--- config.mk ---
export PLATFORM = sky130hd
export DESIGN_NAME = ptap_pcm_tdm_audio_port
export DESIGN_NICKNAME = d
export VERILOG_FILES = /design/src/ptap_pkg.sv /design/src/ptap_pcm_tdm_audio_port.sv
export SDC_FILE = /design/constraint.sdc
export NUM_CORES = 1
export LEC_CHECK = 0
export ABC_AREA = 1
export BUFFER_PORTS_ARGS = -buffer_cell sky130_fd_sc_hd__buf_2
export CAP_MARGIN = 40
export CORE_UTILIZATION = 40
export DETAILED_ROUTE_END_ITERATION = 6
export REMOVE_ABC_BUFFERS = 1
export SLEW_MARGIN = 0
export SYNTH_ARGS = -nofsm -noshare
export SYNTH_HDL_FRONTEND = slang
export SYNTH_SLANG_ARGS = --single-unit
--- constraint.sdc ---
create_clock -name clk_sys -period 4.57 [get_ports clk_sys]
set_input_delay 0.457 -clock clk_sys [delete_from_list [all_inputs] [get_ports clk_sys]]
set_output_delay 0.457 -clock clk_sys [all_outputs]
set_load 0.02 [all_outputs]
--- src/ptap_pkg.sv ---
// Package with register map, field layouts and constants of the audio port.
package ptap_pkg;
    localparam logic [4:0] ADDR_CTRL = 5'h00;
    localparam logic [4:0] ADDR_DIV = 5'h04;
    localparam logic [4:0] ADDR_FDIV = 5'h08;
    localparam logic [4:0] ADDR_STAT = 5'h0C;
    localparam logic [4:0] ADDR_TX1 = 5'h10;
    localparam logic [4:0] ADDR_TX2 = 5'h14;
    localparam logic [4:0] ADDR_RX1 = 5'h18;
    localparam logic [4:0] ADDR_RX2 = 5'h1C;
    localparam logic [3:0] FULL_STRB = 4'hF;
    localparam int SLOT_BITS = 64;
    localparam int HALF_BASE = 32;
    localparam int PHASE_W = 16;
    localparam int CLK_DIV_W = 10;
    localparam int FRAME_W = 11;

    typedef struct packed {
        logic [15:0] rsvd;
        logic [4:0] chanDelay;
        logic [2:0] strobeLen;
        logic cntStop;
        logic mainSync;
        logic strobePos;
        logic edgeSel;
        logic clkInv;
        logic dblClk;
        logic master;
        logic enable;
    } ptap_ctrl_t;

    typedef struct packed {
        logic [FRAME_W-1:0] frameDiv;
        logic preSel;
        logic [9:0] preN;
        logic [CLK_DIV_W-1:0] clkDiv;
    } ptap_div_t;

    localparam ptap_ctrl_t CTRL_RST = '0;
    localparam ptap_div_t DIV_RST = '0;
    localparam logic [7:0] FDIV_RST = 8'h00;
endpackage : ptap_pkg

--- src/ptap_pcm_tdm_audio_port.sv ---
// Serial audio port: register slave, clock generation and slot engine.
// Operation
// - Master drives strobe over first slot.
// - Strobe high 1 bit, or 8 to 56 bits in steps of 8.
// - Strobe before or on first bit as slave, one bit earlier as master.
// - Frame rate divider; strobe event output.
// - Master drives bit clock, one/two per bit.
// - Clock invert flips bit clock polarity.
// - Slave takes strobe and clock as inputs.
// - Slave stops main counter until strobe rise.
// - Slave measures strobe phase to internal sync.
// - Two tx, two rx words, eight slots.
// - Data registers take full words only.
// - Channel delay up to 31 bytes.
// - Ten-bit divider plus one or N+1 predivider.
// - Fractional divider for exact average bit rate.
// - Main sync aligns strobe to main counter.
// - Enable low powers the interface down.
// - I2S right then left MSB timing.
// - I2S uses edge, length four, no delays.
// - TDM data delayed after both strobe edges.
// - Double clock mode samples second falling edge.
`timescale 1ns/1ps
`default_nettype none
module ptap_pcm_tdm_audio_port
    import ptap_pkg::*;
(
    input wire logic clk_sys,
    input wire logic rst_n,
    input wire logic psel,
    input wire logic penable,
    input wire logic pwrite,
    input wire logic [4:0] paddr,
    input wire logic [31:0] pwdata,
    input wire logic [3:0] pstrb,
    output logic [31:0] prdata,
    output logic pready,
    output logic pslverr,
    input wire logic mainTick,
    output logic mainCntStop,
    output logic frameEvent,
    input wire logic bitClkIn,
    output logic bitClkOut,
    output logic bitClkOe_n,
    input wire logic frameStrobeIn,
    output logic frameStrobeOut,
    output logic frameStrobeOe_n,
    input wire logic serialDataIn,
    output logic serialDataOut,
    output logic serialDataOe_n
);
    ptap_ctrl_t ctrl_ff;
    ptap_div_t div_ff;
    logic [7:0] fdiv_ff;
    logic [31:0] txOne_ff, txTwo_ff, rxOne_ff, rxTwo_ff;
    logic [63:0] rxShadow_ff;
    logic [31:0] prdata_ff;
    logic pready_ff, pslverr_ff, wrEn, accOk;
    logic [9:0] preCnt_ff;
    logic [CLK_DIV_W-1:0] divCnt_ff;
    logic [7:0] fracAcc_ff;
    logic fracExtra_ff, clkInt_ff, lclkPrev_ff, bitPh_ff, fsPrev_ff;
    logic halfSel_ff, fsIn_prev_ff, syncPend_ff, stop_ff, evt_ff;
    logic [FRAME_W-1:0] frameCnt_ff, nxt_frameCnt, refCnt_ff, nxt_refCnt;
    logic [PHASE_W-1:0] phaseCnt_ff, phase_ff;
    logic [5:0] posR_ff;
    logic inSlotR_ff, doutR_ff, fsOutR_ff, clkOutR_ff;
    logic preTick, halfTick, lclk, launchEv, sampleEv, bitLaunch, sampleBit;
    logic fsLvl, fsRise, fsFall, nxt_half, frameWrap;
    logic [5:0] lenBits;
    logic [12:0] posFull;
    logic inSlot;
    logic [63:0] txAll;

    // Setup phase decodes; the access phase then completes with no wait.
    assign accOk = (paddr[1:0] == 2'b00) && (paddr <= ADDR_RX2);
    assign wrEn = psel && penable && pwrite && pready_ff && !pslverr_ff;
    always_ff @(posedge clk_sys) begin
        if (!rst_n) begin
            pready_ff <= 1'b0;
            pslverr_ff <= 1'b0;
            prdata_ff <= 32'h0000_0000;
        end else begin
            pready_ff <= psel && !penable;
            // Byte lanes cannot be written alone; such a write is refused.
            pslverr_ff <= psel && !penable &&
                (!accOk || (pwrite && pstrb != FULL_STRB));
            case (paddr)
                ADDR_CTRL: prdata_ff <= ctrl_ff;
                ADDR_DIV: prdata_ff <= div_ff;
                ADDR_FDIV: prdata_ff <= {24'h00_0000, fdiv_ff};
                ADDR_STAT: prdata_ff <= {15'h0000, stop_ff, phase_ff};
                ADDR_TX1: prdata_ff <= txOne_ff;
                ADDR_TX2: prdata_ff <= txTwo_ff;
                ADDR_RX1: prdata_ff <= rxOne_ff;
                ADDR_RX2: prdata_ff <= rxTwo_ff;
                default: prdata_ff <= 32'h0000_0000;
            endcase
        end
    end

    always_ff @(posedge clk_sys) begin
        if (!rst_n) begin
            ctrl_ff <= CTRL_RST;
            div_ff <= DIV_RST;
            fdiv_ff <= FDIV_RST;
            txOne_ff <= 32'h0000_0000;
            txTwo_ff <= 32'h0000_0000;
        end else if (wrEn) begin
            case (paddr)
                ADDR_CTRL: ctrl_ff <= {16'h0000, pwdata[15:0]};
                ADDR_DIV: div_ff <= pwdata;
                ADDR_FDIV: fdiv_ff <= pwdata[7:0];
                ADDR_TX1: txOne_ff <= pwdata;
                ADDR_TX2: txTwo_ff <= pwdata;
                default: ;
            endcase
        end
    end

    // Predivider by one or N+1, then the ten-bit half-period divider.
    assign preTick = !div_ff.preSel || (preCnt_ff >= div_ff.preN);
    always_ff @(posedge clk_sys) begin
        if (!rst_n || !ctrl_ff.enable || !ctrl_ff.master) begin
            preCnt_ff <= 10'h000;
        end else begin
            preCnt_ff <= preTick ? 10'h000 : preCnt_ff + 10'h001;
        end
    end

    // A fractional step stretches some half periods by one tick, so the
    // average bit rate can hit an even frame where integers cannot.
    assign halfTick = preTick && (divCnt_ff >= div_ff.clkDiv) && !fracExtra_ff;
    always_ff @(posedge clk_sys) begin
        if (!rst_n || !ctrl_ff.enable || !ctrl_ff.master) begin
            divCnt_ff <= '0;
            fracAcc_ff <= 8'h00;
            fracExtra_ff <= 1'b0;
            clkInt_ff <= 1'b0;
        end else if (preTick) begin
            if (fracExtra_ff) begin
                fracExtra_ff <= 1'b0;
            end else if (halfTick) begin
                divCnt_ff <= '0;
                clkInt_ff <= !clkInt_ff;
                {fracExtra_ff, fracAcc_ff} <= {1'b0, fracAcc_ff} +
                    {1'b0, fdiv_ff};
            end else begin
                divCnt_ff <= divCnt_ff + 1'b1;
            end
        end
    end

    // Logical clock: data launches on its fall and is sampled on its rise, or on the second fall with double clock.
    assign lclk = ctrl_ff.master ? clkInt_ff :
        (bitClkIn ^ ctrl_ff.clkInv);
    assign launchEv = ctrl_ff.enable && !lclk && lclkPrev_ff;
    assign sampleEv = ctrl_ff.enable && lclk && !lclkPrev_ff;
    assign bitLaunch = launchEv && !(ctrl_ff.dblClk && bitPh_ff);
    assign sampleBit = ctrl_ff.dblClk ? (launchEv && bitPh_ff) :
        sampleEv;
    always_ff @(posedge clk_sys) begin
        if (!rst_n) begin
            lclkPrev_ff <= 1'b0;
            bitPh_ff <= 1'b0;
        end else begin
            lclkPrev_ff <= lclk;
            if (!ctrl_ff.dblClk) begin
                bitPh_ff <= 1'b0;
            end else if (launchEv) begin
                bitPh_ff <= !bitPh_ff;
            end
        end
    end

    // Master frame counter and strobe.
    assign lenBits = (ctrl_ff.strobeLen == 3'd0) ? 6'd1 :
        {ctrl_ff.strobeLen, 3'b000};
    assign frameWrap = (frameCnt_ff >= div_ff.frameDiv - 1'b1);
    always_comb begin
        nxt_frameCnt = frameCnt_ff + 1'b1;
        if (frameWrap) begin
            nxt_frameCnt = (ctrl_ff.mainSync && !syncPend_ff) ?
                frameCnt_ff : '0;
        end
    end
    always_ff @(posedge clk_sys) begin
        if (!rst_n || !ctrl_ff.master || !ctrl_ff.enable) begin
            frameCnt_ff <= '0;
            fsOutR_ff <= 1'b0;
        end else if (bitLaunch) begin
            frameCnt_ff <= nxt_frameCnt;
            fsOutR_ff <= (nxt_frameCnt < FRAME_W'(lenBits)) &&
                !(frameWrap && nxt_frameCnt != '0);
        end
    end
    always_ff @(posedge clk_sys) begin
        if (!rst_n) begin
            syncPend_ff <= 1'b0;
        end else if (mainTick) begin
            syncPend_ff <= 1'b1;
        end else if (bitLaunch && frameWrap) begin
            syncPend_ff <= 1'b0;
        end
    end

    // Slot reference restarts on strobe rise, and on its fall if selected.
    assign fsLvl = ctrl_ff.master ? fsOutR_ff : frameStrobeIn;
    assign fsRise = fsLvl && !fsPrev_ff;
    assign fsFall = !fsLvl && fsPrev_ff && ctrl_ff.edgeSel;
    always_comb begin
        nxt_refCnt = refCnt_ff + 1'b1;
        nxt_half = halfSel_ff;
        if (fsRise || fsFall) begin
            nxt_refCnt = '0;
            nxt_half = fsFall;
        end
    end
    // Strobe position 0 places data one bit after a received strobe edge, two bits after the master's driven one.
    assign posFull = {2'b00, nxt_refCnt} + (nxt_half ? 13'(HALF_BASE) : 13'd0)
        - {12'h000, !ctrl_ff.strobePos}
        - {5'h00, ctrl_ff.chanDelay, 3'b000};
    assign inSlot = (posFull < 13'(SLOT_BITS));
    assign txAll = {txOne_ff, txTwo_ff};
    always_ff @(posedge clk_sys) begin
        if (!rst_n || !ctrl_ff.enable) begin
            fsPrev_ff <= 1'b0;
            refCnt_ff <= '1;
            halfSel_ff <= 1'b0;
            posR_ff <= 6'h00;
            inSlotR_ff <= 1'b0;
            doutR_ff <= 1'b0;
        end else if (bitLaunch) begin
            fsPrev_ff <= fsLvl;
            refCnt_ff <= (&refCnt_ff && !fsRise && !fsFall) ? refCnt_ff :
                nxt_refCnt;
            halfSel_ff <= nxt_half;
            posR_ff <= posFull[5:0];
            inSlotR_ff <= inSlot;
            doutR_ff <= inSlot ? txAll[6'd63 - posFull[5:0]] : 1'b0;
        end
    end

    // Received bits collect in a shadow that is published at frame start.
    always_ff @(posedge clk_sys) begin
        if (!rst_n) begin
            rxShadow_ff <= 64'h0000_0000_0000_0000;
            rxOne_ff <= 32'h0000_0000;
            rxTwo_ff <= 32'h0000_0000;
        end else begin
            if (sampleBit && inSlotR_ff) begin
                rxShadow_ff[6'd63 - posR_ff] <= serialDataIn;
            end
            if (bitLaunch && fsRise) begin
                {rxOne_ff, rxTwo_ff} <= rxShadow_ff;
            end
        end
    end

    // Pins are released and quiet whenever the port is disabled.
    always_ff @(posedge clk_sys) begin
        if (!rst_n || !ctrl_ff.enable) begin
            clkOutR_ff <= 1'b0;
            bitClkOe_n <= 1'b1;
            frameStrobeOe_n <= 1'b1;
            serialDataOe_n <= 1'b1;
            evt_ff <= 1'b0;
        end else begin
            clkOutR_ff <= clkInt_ff ^ ctrl_ff.clkInv;
            bitClkOe_n <= !ctrl_ff.master;
            frameStrobeOe_n <= !ctrl_ff.master;
            serialDataOe_n <= !inSlotR_ff;
            evt_ff <= bitLaunch && fsRise;
        end
    end

    // Phase from the internal sync tick to the received strobe rise.
    always_ff @(posedge clk_sys) begin
        if (!rst_n) begin
            fsIn_prev_ff <= 1'b0;
            phaseCnt_ff <= '0;
            phase_ff <= '0;
            stop_ff <= 1'b0;
        end else begin
            fsIn_prev_ff <= frameStrobeIn;
            phaseCnt_ff <= mainTick ? '0 : phaseCnt_ff + 1'b1;
            if (!ctrl_ff.master && frameStrobeIn && !fsIn_prev_ff) begin
                phase_ff <= phaseCnt_ff;
                stop_ff <= 1'b0;
            end else if (wrEn && paddr == ADDR_CTRL && pwdata[7] &&
                !pwdata[1]) begin
                stop_ff <= 1'b1;
            end
        end
    end

    assign prdata = prdata_ff;
    assign pready = pready_ff;
    assign pslverr = pslverr_ff;
    assign mainCntStop = stop_ff;
    assign frameEvent = evt_ff;
    assign bitClkOut = clkOutR_ff;
    assign frameStrobeOut = fsOutR_ff;
    assign serialDataOut = doutR_ff;
endmodule : ptap_pcm_tdm_audio_port
`default_nettype wire

==> results_tabular.tex, run 1 <==
\begin{tabular}{lr}
\hline
Metric & Value \\
\hline
\multicolumn{2}{l}{\textbf{Cells and area}} \\
\quad Most used cells in the layout excluding fill and tap cells & dfxtp\_1, nand2\_1, nor2\_1 \\
\quad Share of layout cells above drive strength 1 & 8.39\% \\
\quad Area added between synthesis and finish & 13.5\% \\
\quad Summed area of non-filler cells in the final layout & 20800 µm² \\
\quad Most common cell after layout, fill and taps aside & dfxtp\_1 \\
\quad Count of filler cells inserted in the layout & 4517 \\
\quad Net total in the final layout & 2664 \\
\quad Post-layout util & 46.5\% \\
\multicolumn{2}{l}{\textbf{Drt}} \\
\quad Antenna-violating nets left & 0 \\
\quad DRC errors left & 0 \\
\quad Number of iterations in the first detailed-routing pass & 5 \\
\quad Average wire per standard cell & 18.4 µm \\
\quad Wire length after detailed routing & 58300 µm \\
\quad Post-DR vias/cell & 5.40 \\
\quad Initial DRC Count & 1596 \\
\quad Vias after detailed routing & 17114 \\
\multicolumn{2}{l}{\textbf{CTS}} \\
\quad Count of instances resized after the clock tree is built & 0 \\
\quad H-tree depth & 2 \\
\quad Clock transition at the register clock pins on the worst setup and hold paths after CTS & 60 ps \\
\quad Clock tree buffer depth & 3 \\
\quad Buffers inserted during post-CTS setup optimization & 0 \\
\quad CTS tree & built \\
\quad Clock net sink count & 386 \\
\quad Clock latency on the worst-skew pair & 570 ps \\
\quad Number of buffers created by CTS & 44 \\
\quad Post-CTS Hold Fix Bufs & 0 \\
\quad Buffer type at the clock tree root & clkbuf\_16 \\
\multicolumn{2}{l}{\textbf{Logic synthesis}} \\
\quad Asr flop ratio synth & 0\% \\
\quad Sequential cell area fraction in the yosys report & 42.3\% \\
\quad Post-synthesis compound-gate area fraction & 22.3\% \\
\quad \#FFs+latches synth & 386 \\
\quad Top post-synthesis cells by area & dfxtp\_1, o21ai\_0, a21oi\_1 \\
\quad EDFF count, synth & 0 \\
\quad Number of distinct standard cells referenced by the synthesized netlist & 52 \\
\quad Largest family of logic cells by synthesized area & compound AO/OA/AOI/OAI gates \\
\quad Xor and xnor fraction of the mapped netlist area & 2.11\% \\
\quad Top FF cell, synth & dfxtp\_1 \\
\quad Area share of fa/ha/maj cells after synthesis & 5.12\% \\
\quad Area share of and/or/nand/nor cells after synthesis & 19.1\% \\
\quad Syn Inst Count & 2497 \\
\quad Count of yosys warnings during synthesis & 0 \\
\quad Mean Syn Cell Area & 7.32 µm² \\
\quad Post-synthesis instance area & 18300 µm² \\
\quad Fraction of synthesized cell area taken by the top area cell type & 42.3\% \\
\quad Mux contribution to synthesized area & 0.0548\% \\
\quad Post-synthesis cell type with the largest combined area & dfxtp\_1 \\
\multicolumn{2}{l}{\textbf{Outcome}} \\
\quad Outcome & finished clean \\
\multicolumn{2}{l}{\textbf{Worst setup path}} \\
\quad Critical Path Sink Type & flop \\
\quad Required time worst endpoint & 5070 ps \\
\quad Chain of cells forming the critical path & o21ai\_0 > inv\_1 > nor2\_1 > inv\_1 > nand2\_2 > inv\_1 > nand3\_1 > ha\_1 > fa\_1 > inv\_1 > ha\_1 > a21oi\_1 > nand2\_1 > nand2\_1 > nand2\_1 > a21oi\_1 > o21ai\_0 > nor2\_1 > nand4\_1 > nor2\_1 > nand2\_1 > o21ai\_1 \\
\quad Worst Path Buf+Inv & 4 \\
\quad Biggest fanout along the worst timing path & 8 \\
\quad Critical Path Start Type & flop \\
\quad Top cell family by delay on the critical path & adder cells \\
\quad Critical path type & reg2reg \\
\quad Largest stage delay on the critical path & 540 ps \\
\quad Critical-path cell with the highest stage delay & fa\_1 \\
\quad Signal arrival time at the worst endpoint & 4260 ps \\
\multicolumn{2}{l}{\textbf{Floorplan}} \\
\quad Height of the chip & 216 µm \\
\quad Boundary Pins & 92 \\
\quad Number of placement rows & 77 \\
\quad Die W & 216 µm \\
\quad Core Region & 44600 µm² \\
\quad Die Outline Area & 46600 µm² \\
\quad Starting density of the core & 41.0\% \\
\multicolumn{2}{l}{\textbf{GRT}} \\
\quad Overflow after GRT & 0 \\
\quad Wire length of the first global-routing pass & 90000 µm \\
\quad Total routing usage reported by global routing & 24.7\% \\
\quad Number of global-route vias before repair & 15871 \\
\quad Initial antenna violation count & 1 \\
\quad Largest net degree at the start of global routing & 165 \\
\multicolumn{2}{l}{\textbf{Power and ir drop}} \\
\quad Worst ir drop on vdd & 0.000298 V \\
\quad Power per unit of standard cell area & 350 nW/µm² \\
\quad Leakage power & 8.39 nW \\
\multicolumn{2}{l}{\textbf{Timing}} \\
\quad Summed negative setup slack over all endpoints & 0 ps \\
\quad Final Critical Period & 3760 ps \\
\quad Max-slew violations & 0 \\
\quad Worst hold-check slack & 79.5 ps \\
\quad Achievable Freq & 0.266 GHz \\
\quad Remaining max-slew budget at the tightest pin & 40.2\% \\
\quad Post-route fraction of the period consumed by the critical path & 82.3\% \\
\quad Final Skew & 15.7 ps \\
\quad Final setup violation count & 0 \\
\quad RSZ-0062 raised after global routing & false \\
\quad Final number of hold-violating endpoints & 0 \\
\quad Worst-Margin Slew & 896 ps \\
\multicolumn{2}{l}{\textbf{Place}} \\
\quad Half-perimeter wire length of the detailed placement result & 40700 µm \\
\quad GP Congestion & 0.886 \\
\quad Count of port buffers added during placement & 91 \\
\quad Post-Place Cell Area & 19300 µm² \\
\multicolumn{2}{l}{\textbf{Flow run}} \\
\quad Maxcap violations & 0 \\
\multicolumn{2}{l}{\textbf{Hold path}} \\
\quad Worst min-delay path class & in2reg \\
\hline
\end{tabular}
cells by family (layout without fill, tap and decap cells):
family | after synthesis | count (layout)
buffers and inverters | 423 | 501
and+or+nand+nor | 842 | 842
AOI/OAI and AO/OA | 728 | 728
DFF | 386 | 386
xor gates and xnor gates | 44 | 44
other | 0 | 1
adders and majority gates | 73 | 73
muxes | 1 | 1
worst paths after layout:
check,from,end,slack [ps],cells after the start
min,penable,pready,80,2
max,ctrl_ff[1],inSlotR_ff,810,22
max reg2reg,ctrl_ff[1],inSlotR_ff,810,22
min reg2reg,rxOne_ff[3],rxOne_ff[3],450,2
layout make-up:
type	count	area (µm²)	area share, %
multi-input cells	1688	8930	43.0
clock inverters	10	179	0.862
clock buffers	70	1310	6.31
diodes	1	2.50	0.0121
repair buffers	123	747	3.60
inverters	298	1120	5.39
well taps	592	741	3.57
flip-flops and latches	386	7730	37.2
per-layer routing:
| metal | part of all wire (%) | global-route usage (%) | up-vias |
|---|---|---|---|
| met4 | 3.6 | 10.6 | 0 |
| met1 | 44 | 32.7 | 8014 |
| met3 | 5.9 | 3.06 | 114 |
| met2 | 46 | 40.3 | 570 |
| li1 | - | - | 8416 |
| met5 | 0 | 0 | - |
synthesized netlist by cell type (4+ instances only):
master    instances
clkinv_1          6
nand3_1          89
a21oi_1         284
xnor2_1          11
buf_2            20
o21bai_2          4
o22ai_1          32
o21bai_1         28
clkbuf_1         97
nand2_1         333
nor3_1           58
nor2_1          319
nand4_1          18
nand3b_1          5
o211ai_1         25
o21ai_0         288
a221oi_1         38
ha_1             70
xor2_1           33
inv_2             5
dfxtp_1         386
inv_1           287
a22o_1            4
o221ai_1          5
registers in the layout, indices dropped and copies added, names as in the netlist, 6 cells and up:
signal and count:
ctrl_ff 16, divCnt_ff 10, div_ff 32, fdiv_ff 8
fracAcc_ff 8, frameCnt_ff 11, phaseCnt_ff 16, phase_ff 16
posR_ff 6, prdata 32, preCnt_ff 10, refCnt_ff 11
rxOne_ff 32, rxShadow_ff 64, rxTwo_ff 32, txOne_ff 32
txTwo_ff 32
report_power, final:
| group | switching [W] | leakage, nW | internal, W |
|---|---|---|---|
| logic | 0.000152 | 4.55 | 0.0000517 |
| clock network | 0.00143 | 0.729 | 0.00224 |
| registers | 0.00000969 | 3.11 | 0.00338 |
stage by stage:
step | setup WS [ps] | total power (W) | instances
final | 808 | 0.00727 | 3168
after CTS | 789 | 0.00733 | 3167
after detailed placement | 581 | 0.00366 | 3087
after global placement | 582 | 0.00366 | 3084
after global routing | 442 | 0.00748 | 3168
after floorplan | 286 | 0.00353 | 2372
No activity file was read; power rests on OpenSTA's default activity.
==> inputs of run 2 (changes only) <==
- clock period: 4.57 -> 3.5 ns (I/O delays scaled with it)
==> run 2 against run 1 <==
  * Sequential power grew 30%
  * Clock-buffer cell count fell by 10
  * Non-clock buffer count increased by 57
  * Cell area is 2.5% higher
  * Sequential share of layout area shrank 0.88 points
  * Largest power group unchanged
  * Global-route usage about the same
  * First-iteration DRC count is 4.1% higher
  * Wire length barely moved
  * Combinational power rose by 38%
  * Core utilization increased by 1.2 points
  * Clock skew rose by 2.6 ps
==> results_tabular.tex, run 2 (same netlist as run 1, synthesis figures left out) <==
\begin{tabular}{lr}
\hline
Metric & Value \\
\hline
\multicolumn{2}{l}{\textbf{Outcome}} \\
\quad Outcome & finished clean \\
\multicolumn{2}{l}{\textbf{Worst setup path}} \\
\quad Critical path type & reg2reg \\
\quad Required time worst endpoint & 4010 ps (-1060 ps) \\
\quad Startpoint of the worst register-to-register path & ctrl\_ff[1] \\
\quad Biggest fanout along the worst timing path & 4 (-4) \\
\quad Worst reg-to-reg setup slack & 270 ps (-540 ps) \\
\quad Worst R2R End & serialDataOut \\
\quad Worst r2r path cells & 22 (unchanged) \\
\quad Signal arrival time at the worst endpoint & 3750 ps (-510 ps) \\
\quad Origin of the worst setup path & ctrl\_ff[1] \\
\quad Critical Path Sink Type & flop \\
\quad Critical Path Start Type & flop \\
\multicolumn{2}{l}{\textbf{Hold path}} \\
\quad Capture endpoint of the worst hold path & div\_ff[29] \\
\quad Hold Startpoint & pwdata[29] \\
\quad Number of cells on the worst hold path & 3 (+1) \\
\quad Worst min-delay path class & in2reg \\
\multicolumn{2}{l}{\textbf{Cells and area}} \\
\quad Most common cell after layout, fill and taps aside & dfxtp\_1 \\
\quad Most used cells in the layout excluding fill and tap cells & dfxtp\_1, nand2\_1, nor2\_1 \\
\quad Area added between synthesis and finish & 16.4\% \\
\quad Largest register by flop count & rxShadow\_ff \\
\quad Count of filler cells inserted in the layout & 4457 (-1.3\%) \\
\quad Post-layout util & 47.7\% (+1.2 points) \\
\quad Summed area of non-filler cells in the final layout & 21300 µm² (+2.5\%) \\
\quad Max reg flops & 64 (unchanged) \\
\quad Share of layout cells above drive strength 1 & 11.7\% (+3.4 points) \\
\quad Final antenna diode count & 0 (-1) \\
\quad Net total in the final layout & 2721 (+2.1\%) \\
\multicolumn{2}{l}{\textbf{Timing}} \\
\quad Worst Setup Slack, final & 268 ps (-540 ps) \\
\quad Final number of hold-violating endpoints & 0 (unchanged) \\
\quad Achievable Freq & 0.309 GHz (+16\%) \\
\quad Remaining max-slew budget at the tightest pin & 41.5\% (+1.3 points) \\
\quad Max-slew violations & 0 (unchanged) \\
\quad Worst-Margin Slew & 876 ps (-20.1 ps) \\
\quad Final setup violation count & 0 (unchanged) \\
\quad Final Critical Period & 3230 ps (-530 ps) \\
\quad Post-route fraction of the period consumed by the critical path & 92.4\% (+10 points) \\
\quad Summed negative setup slack over all endpoints & 0 ps (unchanged) \\
\quad Final Skew & 18.3 ps (+2.60 ps) \\
\multicolumn{2}{l}{\textbf{GRT}} \\
\quad Met1 layer usage reported by global route & 32.9\% (+0.27 points) \\
\quad Initial antenna violation count & 0 (-1) \\
\quad Wire length of the first global-routing pass & 89700 µm (-0.35\%) \\
\quad Total routing usage reported by global routing & 24.6\% (-0.047 points) \\
\quad Grt met3 use & 3.04\% (-0.014 points) \\
\quad Global-route track usage on met2 & 40.4\% (+0.086 points) \\
\quad Routing layer with the top usage in global route & met2 \\
\quad Overflow after GRT & 0 (unchanged) \\
\quad Largest net degree at the start of global routing & 143 (-13\%) \\
\quad Number of global-route vias before repair & 15736 (-0.85\%) \\
\multicolumn{2}{l}{\textbf{Drt}} \\
\quad Vias after detailed routing & 17357 (+1.4\%) \\
\quad Average wire per standard cell & 18.1 µm (-1.8\%) \\
\quad Wire length after detailed routing & 58300 µm (about the same) \\
\quad DRC errors left & 0 (unchanged) \\
\quad Number of iterations in the first detailed-routing pass & 5 (unchanged) \\
\quad Initial DRC Count & 1662 (+4.1\%) \\
\quad Antenna-violating nets left & 0 (unchanged) \\
\quad Post-DR vias/cell & 5.38 (-0.34\%) \\
\multicolumn{2}{l}{\textbf{Place}} \\
\quad GP Congestion & 0.878 (-0.87\%) \\
\quad Half-perimeter wire length of the detailed placement result & 41100 µm (+0.98\%) \\
\quad Count of port buffers added during placement & 91 (unchanged) \\
\quad Post-Place Cell Area & 19700 µm² (+2.1\%) \\
\quad Setup slack after placement & -184 ps (-765 ps) \\
\multicolumn{2}{l}{\textbf{Floorplan}} \\
\quad Starting density of the core & 41.0\% (unchanged) \\
\quad Die W & 216 µm (unchanged) \\
\quad Boundary Pins & 92 (unchanged) \\
\quad Die Outline Area & 46600 µm² (unchanged) \\
\quad Number of placement rows & 77 (unchanged) \\
\quad Core Region & 44600 µm² (unchanged) \\
\quad Height of the chip & 216 µm (unchanged) \\
\multicolumn{2}{l}{\textbf{CTS}} \\
\quad H-tree depth & 2 (unchanged) \\
\quad CTS tree & built \\
\quad Number of buffers created by CTS & 44 (unchanged) \\
\quad Clock transition at the register clock pins on the worst setup and hold paths after CTS & 60 ps (about the same) \\
\quad Buffer type at the clock tree root & clkbuf\_16 \\
\quad Clock latency on the worst-skew pair & 580 ps (about the same) \\
\quad Clock tree buffer depth & 3 (unchanged) \\
\quad Clock net sink count & 386 (unchanged) \\
\multicolumn{2}{l}{\textbf{Power and ir drop}} \\
\quad Leakage power & 8.68 nW (+3.4\%) \\
\quad Worst ir drop on vdd & 0.000301 V (+0.95\%) \\
\quad Total power of the final layout & 0.00939 W (+29\%) \\
\quad Power per unit of standard cell area & 442 nW/µm² (+26\%) \\
\multicolumn{2}{l}{\textbf{Flow run}} \\
\quad Maxcap violations & 0 (unchanged) \\
\hline
\end{tabular}
[run 2: timing repair]
action | CTS | global route
resized for setup | 1 | 36
endpoints found under the setup margin | 2 | 3
pin swaps | 0 | 9
hold buffers | 2 | 0
endpoints found under the hold margin | 3 | 0
setup buffers | 0 | 1
[run 2: worst max path at each step]
stage                          to  slack [ps]
global route        serialDataOut         -20
floorplan             rxOne_ff[0]        -700
finish              serialDataOut         270
CTS                 serialDataOut          30
detailed placement     inSlotR_ff        -180
global placement    serialDataOut        -160
[run 2: metrics by stage]
stage	cells	hold slack (ps)
6_report	3224	42.1
5_1_grt	3224	53.4
4_1_cts	3223	24.6
3_5_place_dp	3141	446
3_3_place_gp	3140	441
2_1_floorplan	2372	399
[run 2: metal layers]
| layer | wire (µm) | vias up |
|---|---|---|
| met2 | 26900 | 551 |
| li1 | - | 8541 |
| met4 | 2030 | 0 |
| met3 | 3580 | 120 |
| met5 | 0 | - |
| met1 | 25800 | 8145 |
[run 2: layout make-up]
type	instances	area (µm²)	share of cell area (%)
timing repair buffer	180	1170	5.51
sequential	386	7730	36.4
clock buffer	60	1250	5.89
clock inverter	20	201	0.947
multi-input combinational	1688	9050	42.6
tap	592	741	3.48
inverter	298	1120	5.26
[run 2: worst max-delay path, cell delays in order, from the launching register on]
cell      delay (ps)
dfxtp_2          330
nand2_1           70
o21ai_2           60
inv_1             90
nor2_2            50
inv_1             70
nand2_2           60
inv_1             80
nand3_2          100
ha_4             260
fa_1             530
inv_1             60
ha_4             250
a21oi_2          150
nand2_2           90
nand4_1           80
o211ai_1         130
xor2_1           170
inv_1             70
nand4_1          120
nor2_2           170
nand3_1           80
nand2_1           90
[run 2: where the power goes]
group	switching, W	internal (W)
combinational	0.000202	0.0000795
sequential	0.0000135	0.00441
clock	0.00195	0.00274
total	0.00216	0.00723
==> inputs of run 3 (changes only) <==
- BUFFER_PORTS_ARGS: -buffer_cell sky130_fd_sc_hd__buf_2 -> -buffer_cell sky130_fd_sc_hd__clkbuf_2
==> run 3 against run 2 <==
  * Sequential share of layout area is 0.060 points higher
  * Register-to-register slack lost 20 ps
  * Cell area shrank 0.18%
  * Clock power hardly changed
  * Global-route usage up 0.11 points
  * Cell count shrank 0.19%
  * Via count decreased by 1.4%
  * Largest power group unchanged
  * Sequential power barely moved
  * Sequential cell count is the same
  * Die area unchanged
  * Worst hold slack got worse by 3.0 ps
  * Maximum frequency shrank 0.48%
  * Critical endpoint is now inSlotR_ff
==> results_tabular.tex, run 3 (same netlist as run 1, synthesis figures left out) <==
\begin{tabular}{lr}
\hline
Metric & Value \\
\hline
\multicolumn{2}{l}{\textbf{Floorplan}} \\
\quad Boundary Pins & 92 (unchanged) \\
\quad Die W & 216 µm (unchanged) \\
\quad Height of the chip & 216 µm (unchanged) \\
\quad Core Region & 44600 µm² (unchanged) \\
\quad Starting density of the core & 41.0\% (unchanged) \\
\quad Number of placement rows & 77 (unchanged) \\
\quad Die Outline Area & 46600 µm² (unchanged) \\
\multicolumn{2}{l}{\textbf{GRT}} \\
\quad Number of global-route vias before repair & 15974 (+1.5\%) \\
\quad Overflow after GRT & 0 (unchanged) \\
\quad Wire length of the first global-routing pass & 89900 µm (+0.21\%) \\
\quad Largest net degree at the start of global routing & 96 (-33\%) \\
\quad Total routing usage reported by global routing & 24.7\% (+0.11 points) \\
\quad Initial antenna violation count & 0 (unchanged) \\
\multicolumn{2}{l}{\textbf{Timing}} \\
\quad Final Critical Period & 3250 ps (+15.6 ps) \\
\quad Post-route fraction of the period consumed by the critical path & 92.8\% (+0.45 points) \\
\quad Final number of hold-violating endpoints & 0 (unchanged) \\
\quad Worst-Margin Slew & 1000 ps (+124 ps) \\
\quad Remaining max-slew budget at the tightest pin & 33.0\% (-8.5 points) \\
\quad Final setup violation count & 0 (unchanged) \\
\quad Achievable Freq & 0.308 GHz (-0.48\%) \\
\quad Max-slew violations & 0 (unchanged) \\
\quad Summed negative setup slack over all endpoints & 0 ps (unchanged) \\
\quad Final Skew & 29.4 ps (+11.0 ps) \\
\quad Worst hold-check slack & 39.2 ps (-2.97 ps) \\
\multicolumn{2}{l}{\textbf{Cells and area}} \\
\quad Most used cells in the layout excluding fill and tap cells & dfxtp\_1, nand2\_1, nor2\_1 \\
\quad Summed area of non-filler cells in the final layout & 21200 µm² (-0.18\%) \\
\quad Max reg flops & 64 (unchanged) \\
\quad Net total in the final layout & 2716 (-0.18\%) \\
\quad Share of layout cells above drive strength 1 & 11.1\% (-0.62 points) \\
\quad Largest register by flop count & rxShadow\_ff \\
\quad Most common cell after layout, fill and taps aside & dfxtp\_1 \\
\quad Area added between synthesis and finish & 16.2\% \\
\quad Fin cells & 3218 (-0.19\%) \\
\quad Final antenna diode count & 0 (unchanged) \\
\multicolumn{2}{l}{\textbf{CTS}} \\
\quad CTS tree & built \\
\quad Number of buffers created by CTS & 44 (unchanged) \\
\quad Buffer type at the clock tree root & clkbuf\_16 \\
\quad Clock latency on the worst-skew pair & 580 ps (about the same) \\
\quad Clock tree buffer depth & 3 (unchanged) \\
\quad H-tree depth & 2 (unchanged) \\
\quad Clock transition at the register clock pins on the worst setup and hold paths after CTS & 60 ps (about the same) \\
\quad Clock net sink count & 386 (unchanged) \\
\multicolumn{2}{l}{\textbf{Place}} \\
\quad Placed cells & 3135 (-0.19\%) \\
\quad GP Congestion & 0.903 (+2.9\%) \\
\quad Count of port buffers added during placement & 91 (unchanged) \\
\quad Half-perimeter wire length of the detailed placement result & 41500 µm (+1.1\%) \\
\quad Post-Place Cell Area & 19600 µm² (-0.25\%) \\
\multicolumn{2}{l}{\textbf{Power and ir drop}} \\
\quad Total power of the final layout & 0.00941 W (+0.22\%) \\
\quad Leakage power & 8.62 nW (-0.67\%) \\
\quad Worst ir drop on vdd & 0.000349 V (+16\%) \\
\quad Power per unit of standard cell area & 443 nW/µm² (+0.40\%) \\
\multicolumn{2}{l}{\textbf{Drt}} \\
\quad Average wire per standard cell & 18.1 µm (+0.26\%) \\
\quad Vias after detailed routing & 17113 (-1.4\%) \\
\quad Antenna-violating nets left & 0 (unchanged) \\
\quad Post-DR vias/cell & 5.32 (-1.2\%) \\
\quad DRC errors left & 0 (unchanged) \\
\quad Wire length after detailed routing & 58400 µm (about the same) \\
\quad Number of iterations in the first detailed-routing pass & 5 (unchanged) \\
\quad Initial DRC Count & 1673 (+0.66\%) \\
\multicolumn{2}{l}{\textbf{Outcome}} \\
\quad Outcome & finished clean \\
\multicolumn{2}{l}{\textbf{Worst setup path}} \\
\quad Biggest fanout along the worst timing path & 4 (unchanged) \\
\quad Critical Path Start Type & flop \\
\quad Chain of cells forming the critical path & ha\_1 > nand2\_1 > inv\_1 > nand2\_2 > a21oi\_2 > o21ai\_1 > ha\_1 > fa\_1 > inv\_1 > ha\_4 > a21oi\_2 > nand2\_2 > buf\_4 > xnor2\_1 > o21ai\_0 > nor2\_1 > nand4\_1 > nor2\_2 > nand2\_1 > o21ai\_1 \\
\quad Critical Path Sink Type & flop \\
\quad Largest stage delay on the critical path & 510 ps (-20 ps) \\
\quad Required time worst endpoint & 3990 ps (-20 ps) \\
\quad Signal arrival time at the worst endpoint & 3740 ps (about the same) \\
\quad Critical-path cell with the highest stage delay & fa\_1 \\
\quad Critical path type & reg2reg \\
\multicolumn{2}{l}{\textbf{Flow run}} \\
\quad Maxcap violations & 0 (unchanged) \\
\multicolumn{2}{l}{\textbf{Hold path}} \\
\quad Worst min-delay path class & in2reg \\
\hline
\end{tabular}
## run 3: cell count changes in the layout (fill, tap and decap cells not counted), sizes merged
| cell | before | now |
|---|---|---|
| dlygate4sd3 | 2 | 3 |
| clkbuf | 60 | 152 |
| bufinv | 3 | 4 |
| inv | 294 | 292 |
| clkinvlp | 0 | 1 |
| clkinv | 21 | 18 |
| buf | 178 | 82 |
## run 3: final timing paths
path / from / to / slack (ps) / depth (start not counted)
min reg2reg: rxOne_ff[12] / rxOne_ff[12] / 450 / 2
min: psel / pslverr / 40 / 3
max reg2reg: refCnt_ff[1] / inSlotR_ff / 250 / 20
max: refCnt_ff[1] / inSlotR_ff / 250 / 20
## run 3: where the power goes
part	internal [W]	leakage [nW]	total [W]	switching [W]
clock network	0.00281	0.723	0.00471	0.00189
registers	0.00441	3.11	0.00443	0.0000149
logic	0.0000789	4.78	0.000281	0.000202
## run 3: critical path: cells and delay by family (launching register included)
kind	cells	cell delay (ps)
flip-flops	1	350
adder cells (fa/ha/maj)	4	1160
AND/OR/NAND/NOR	7	650
XOR/XNOR	1	110
AO/OA/AOI/OAI	5	590
buffers and inverters	3	300
## run 3: final cells by class
type                    instances  area (µm²)
clock buffers                  62        1260
clock inverters                17         210
fillers                      4340       23400
inverters                     298        1120
multi-input cells            1688        9040
flip-flops and latches        386        7730
well taps                     592         741
repair buffers                175        1130
## run 3: metal layers
| layer | GRT usage [%] | routed length (µm) | up-vias |
|---|---|---|---|
| li1 | - | - | 8523 |
| met1 | 32.3 | 25800 | 7941 |
| met2 | 40.5 | 26900 | 535 |
| met3 | 3.92 | 3500 | 114 |
| met4 | 10.0 | 2120 | 0 |
| met5 | 0 | 0 | - |
## run 3: per-stage QoR
step | utilization, % | setup slack, ps
3_3_place_gp | 43.9 | -112
2_1_floorplan | - | -700
5_1_grt | 47.6 | -33.2
4_1_cts | 47.3 | 13.6
3_5_place_dp | 44.0 | -127
6_report | 47.6 | 252
## run 3: what timing repair did
action,in CTS,in global routing
endpoints found under the setup margin,0,3
resized for setup,0,29
hold buffers,3,0
hold endpoints to repair,3,0
buffers inserted,0,1
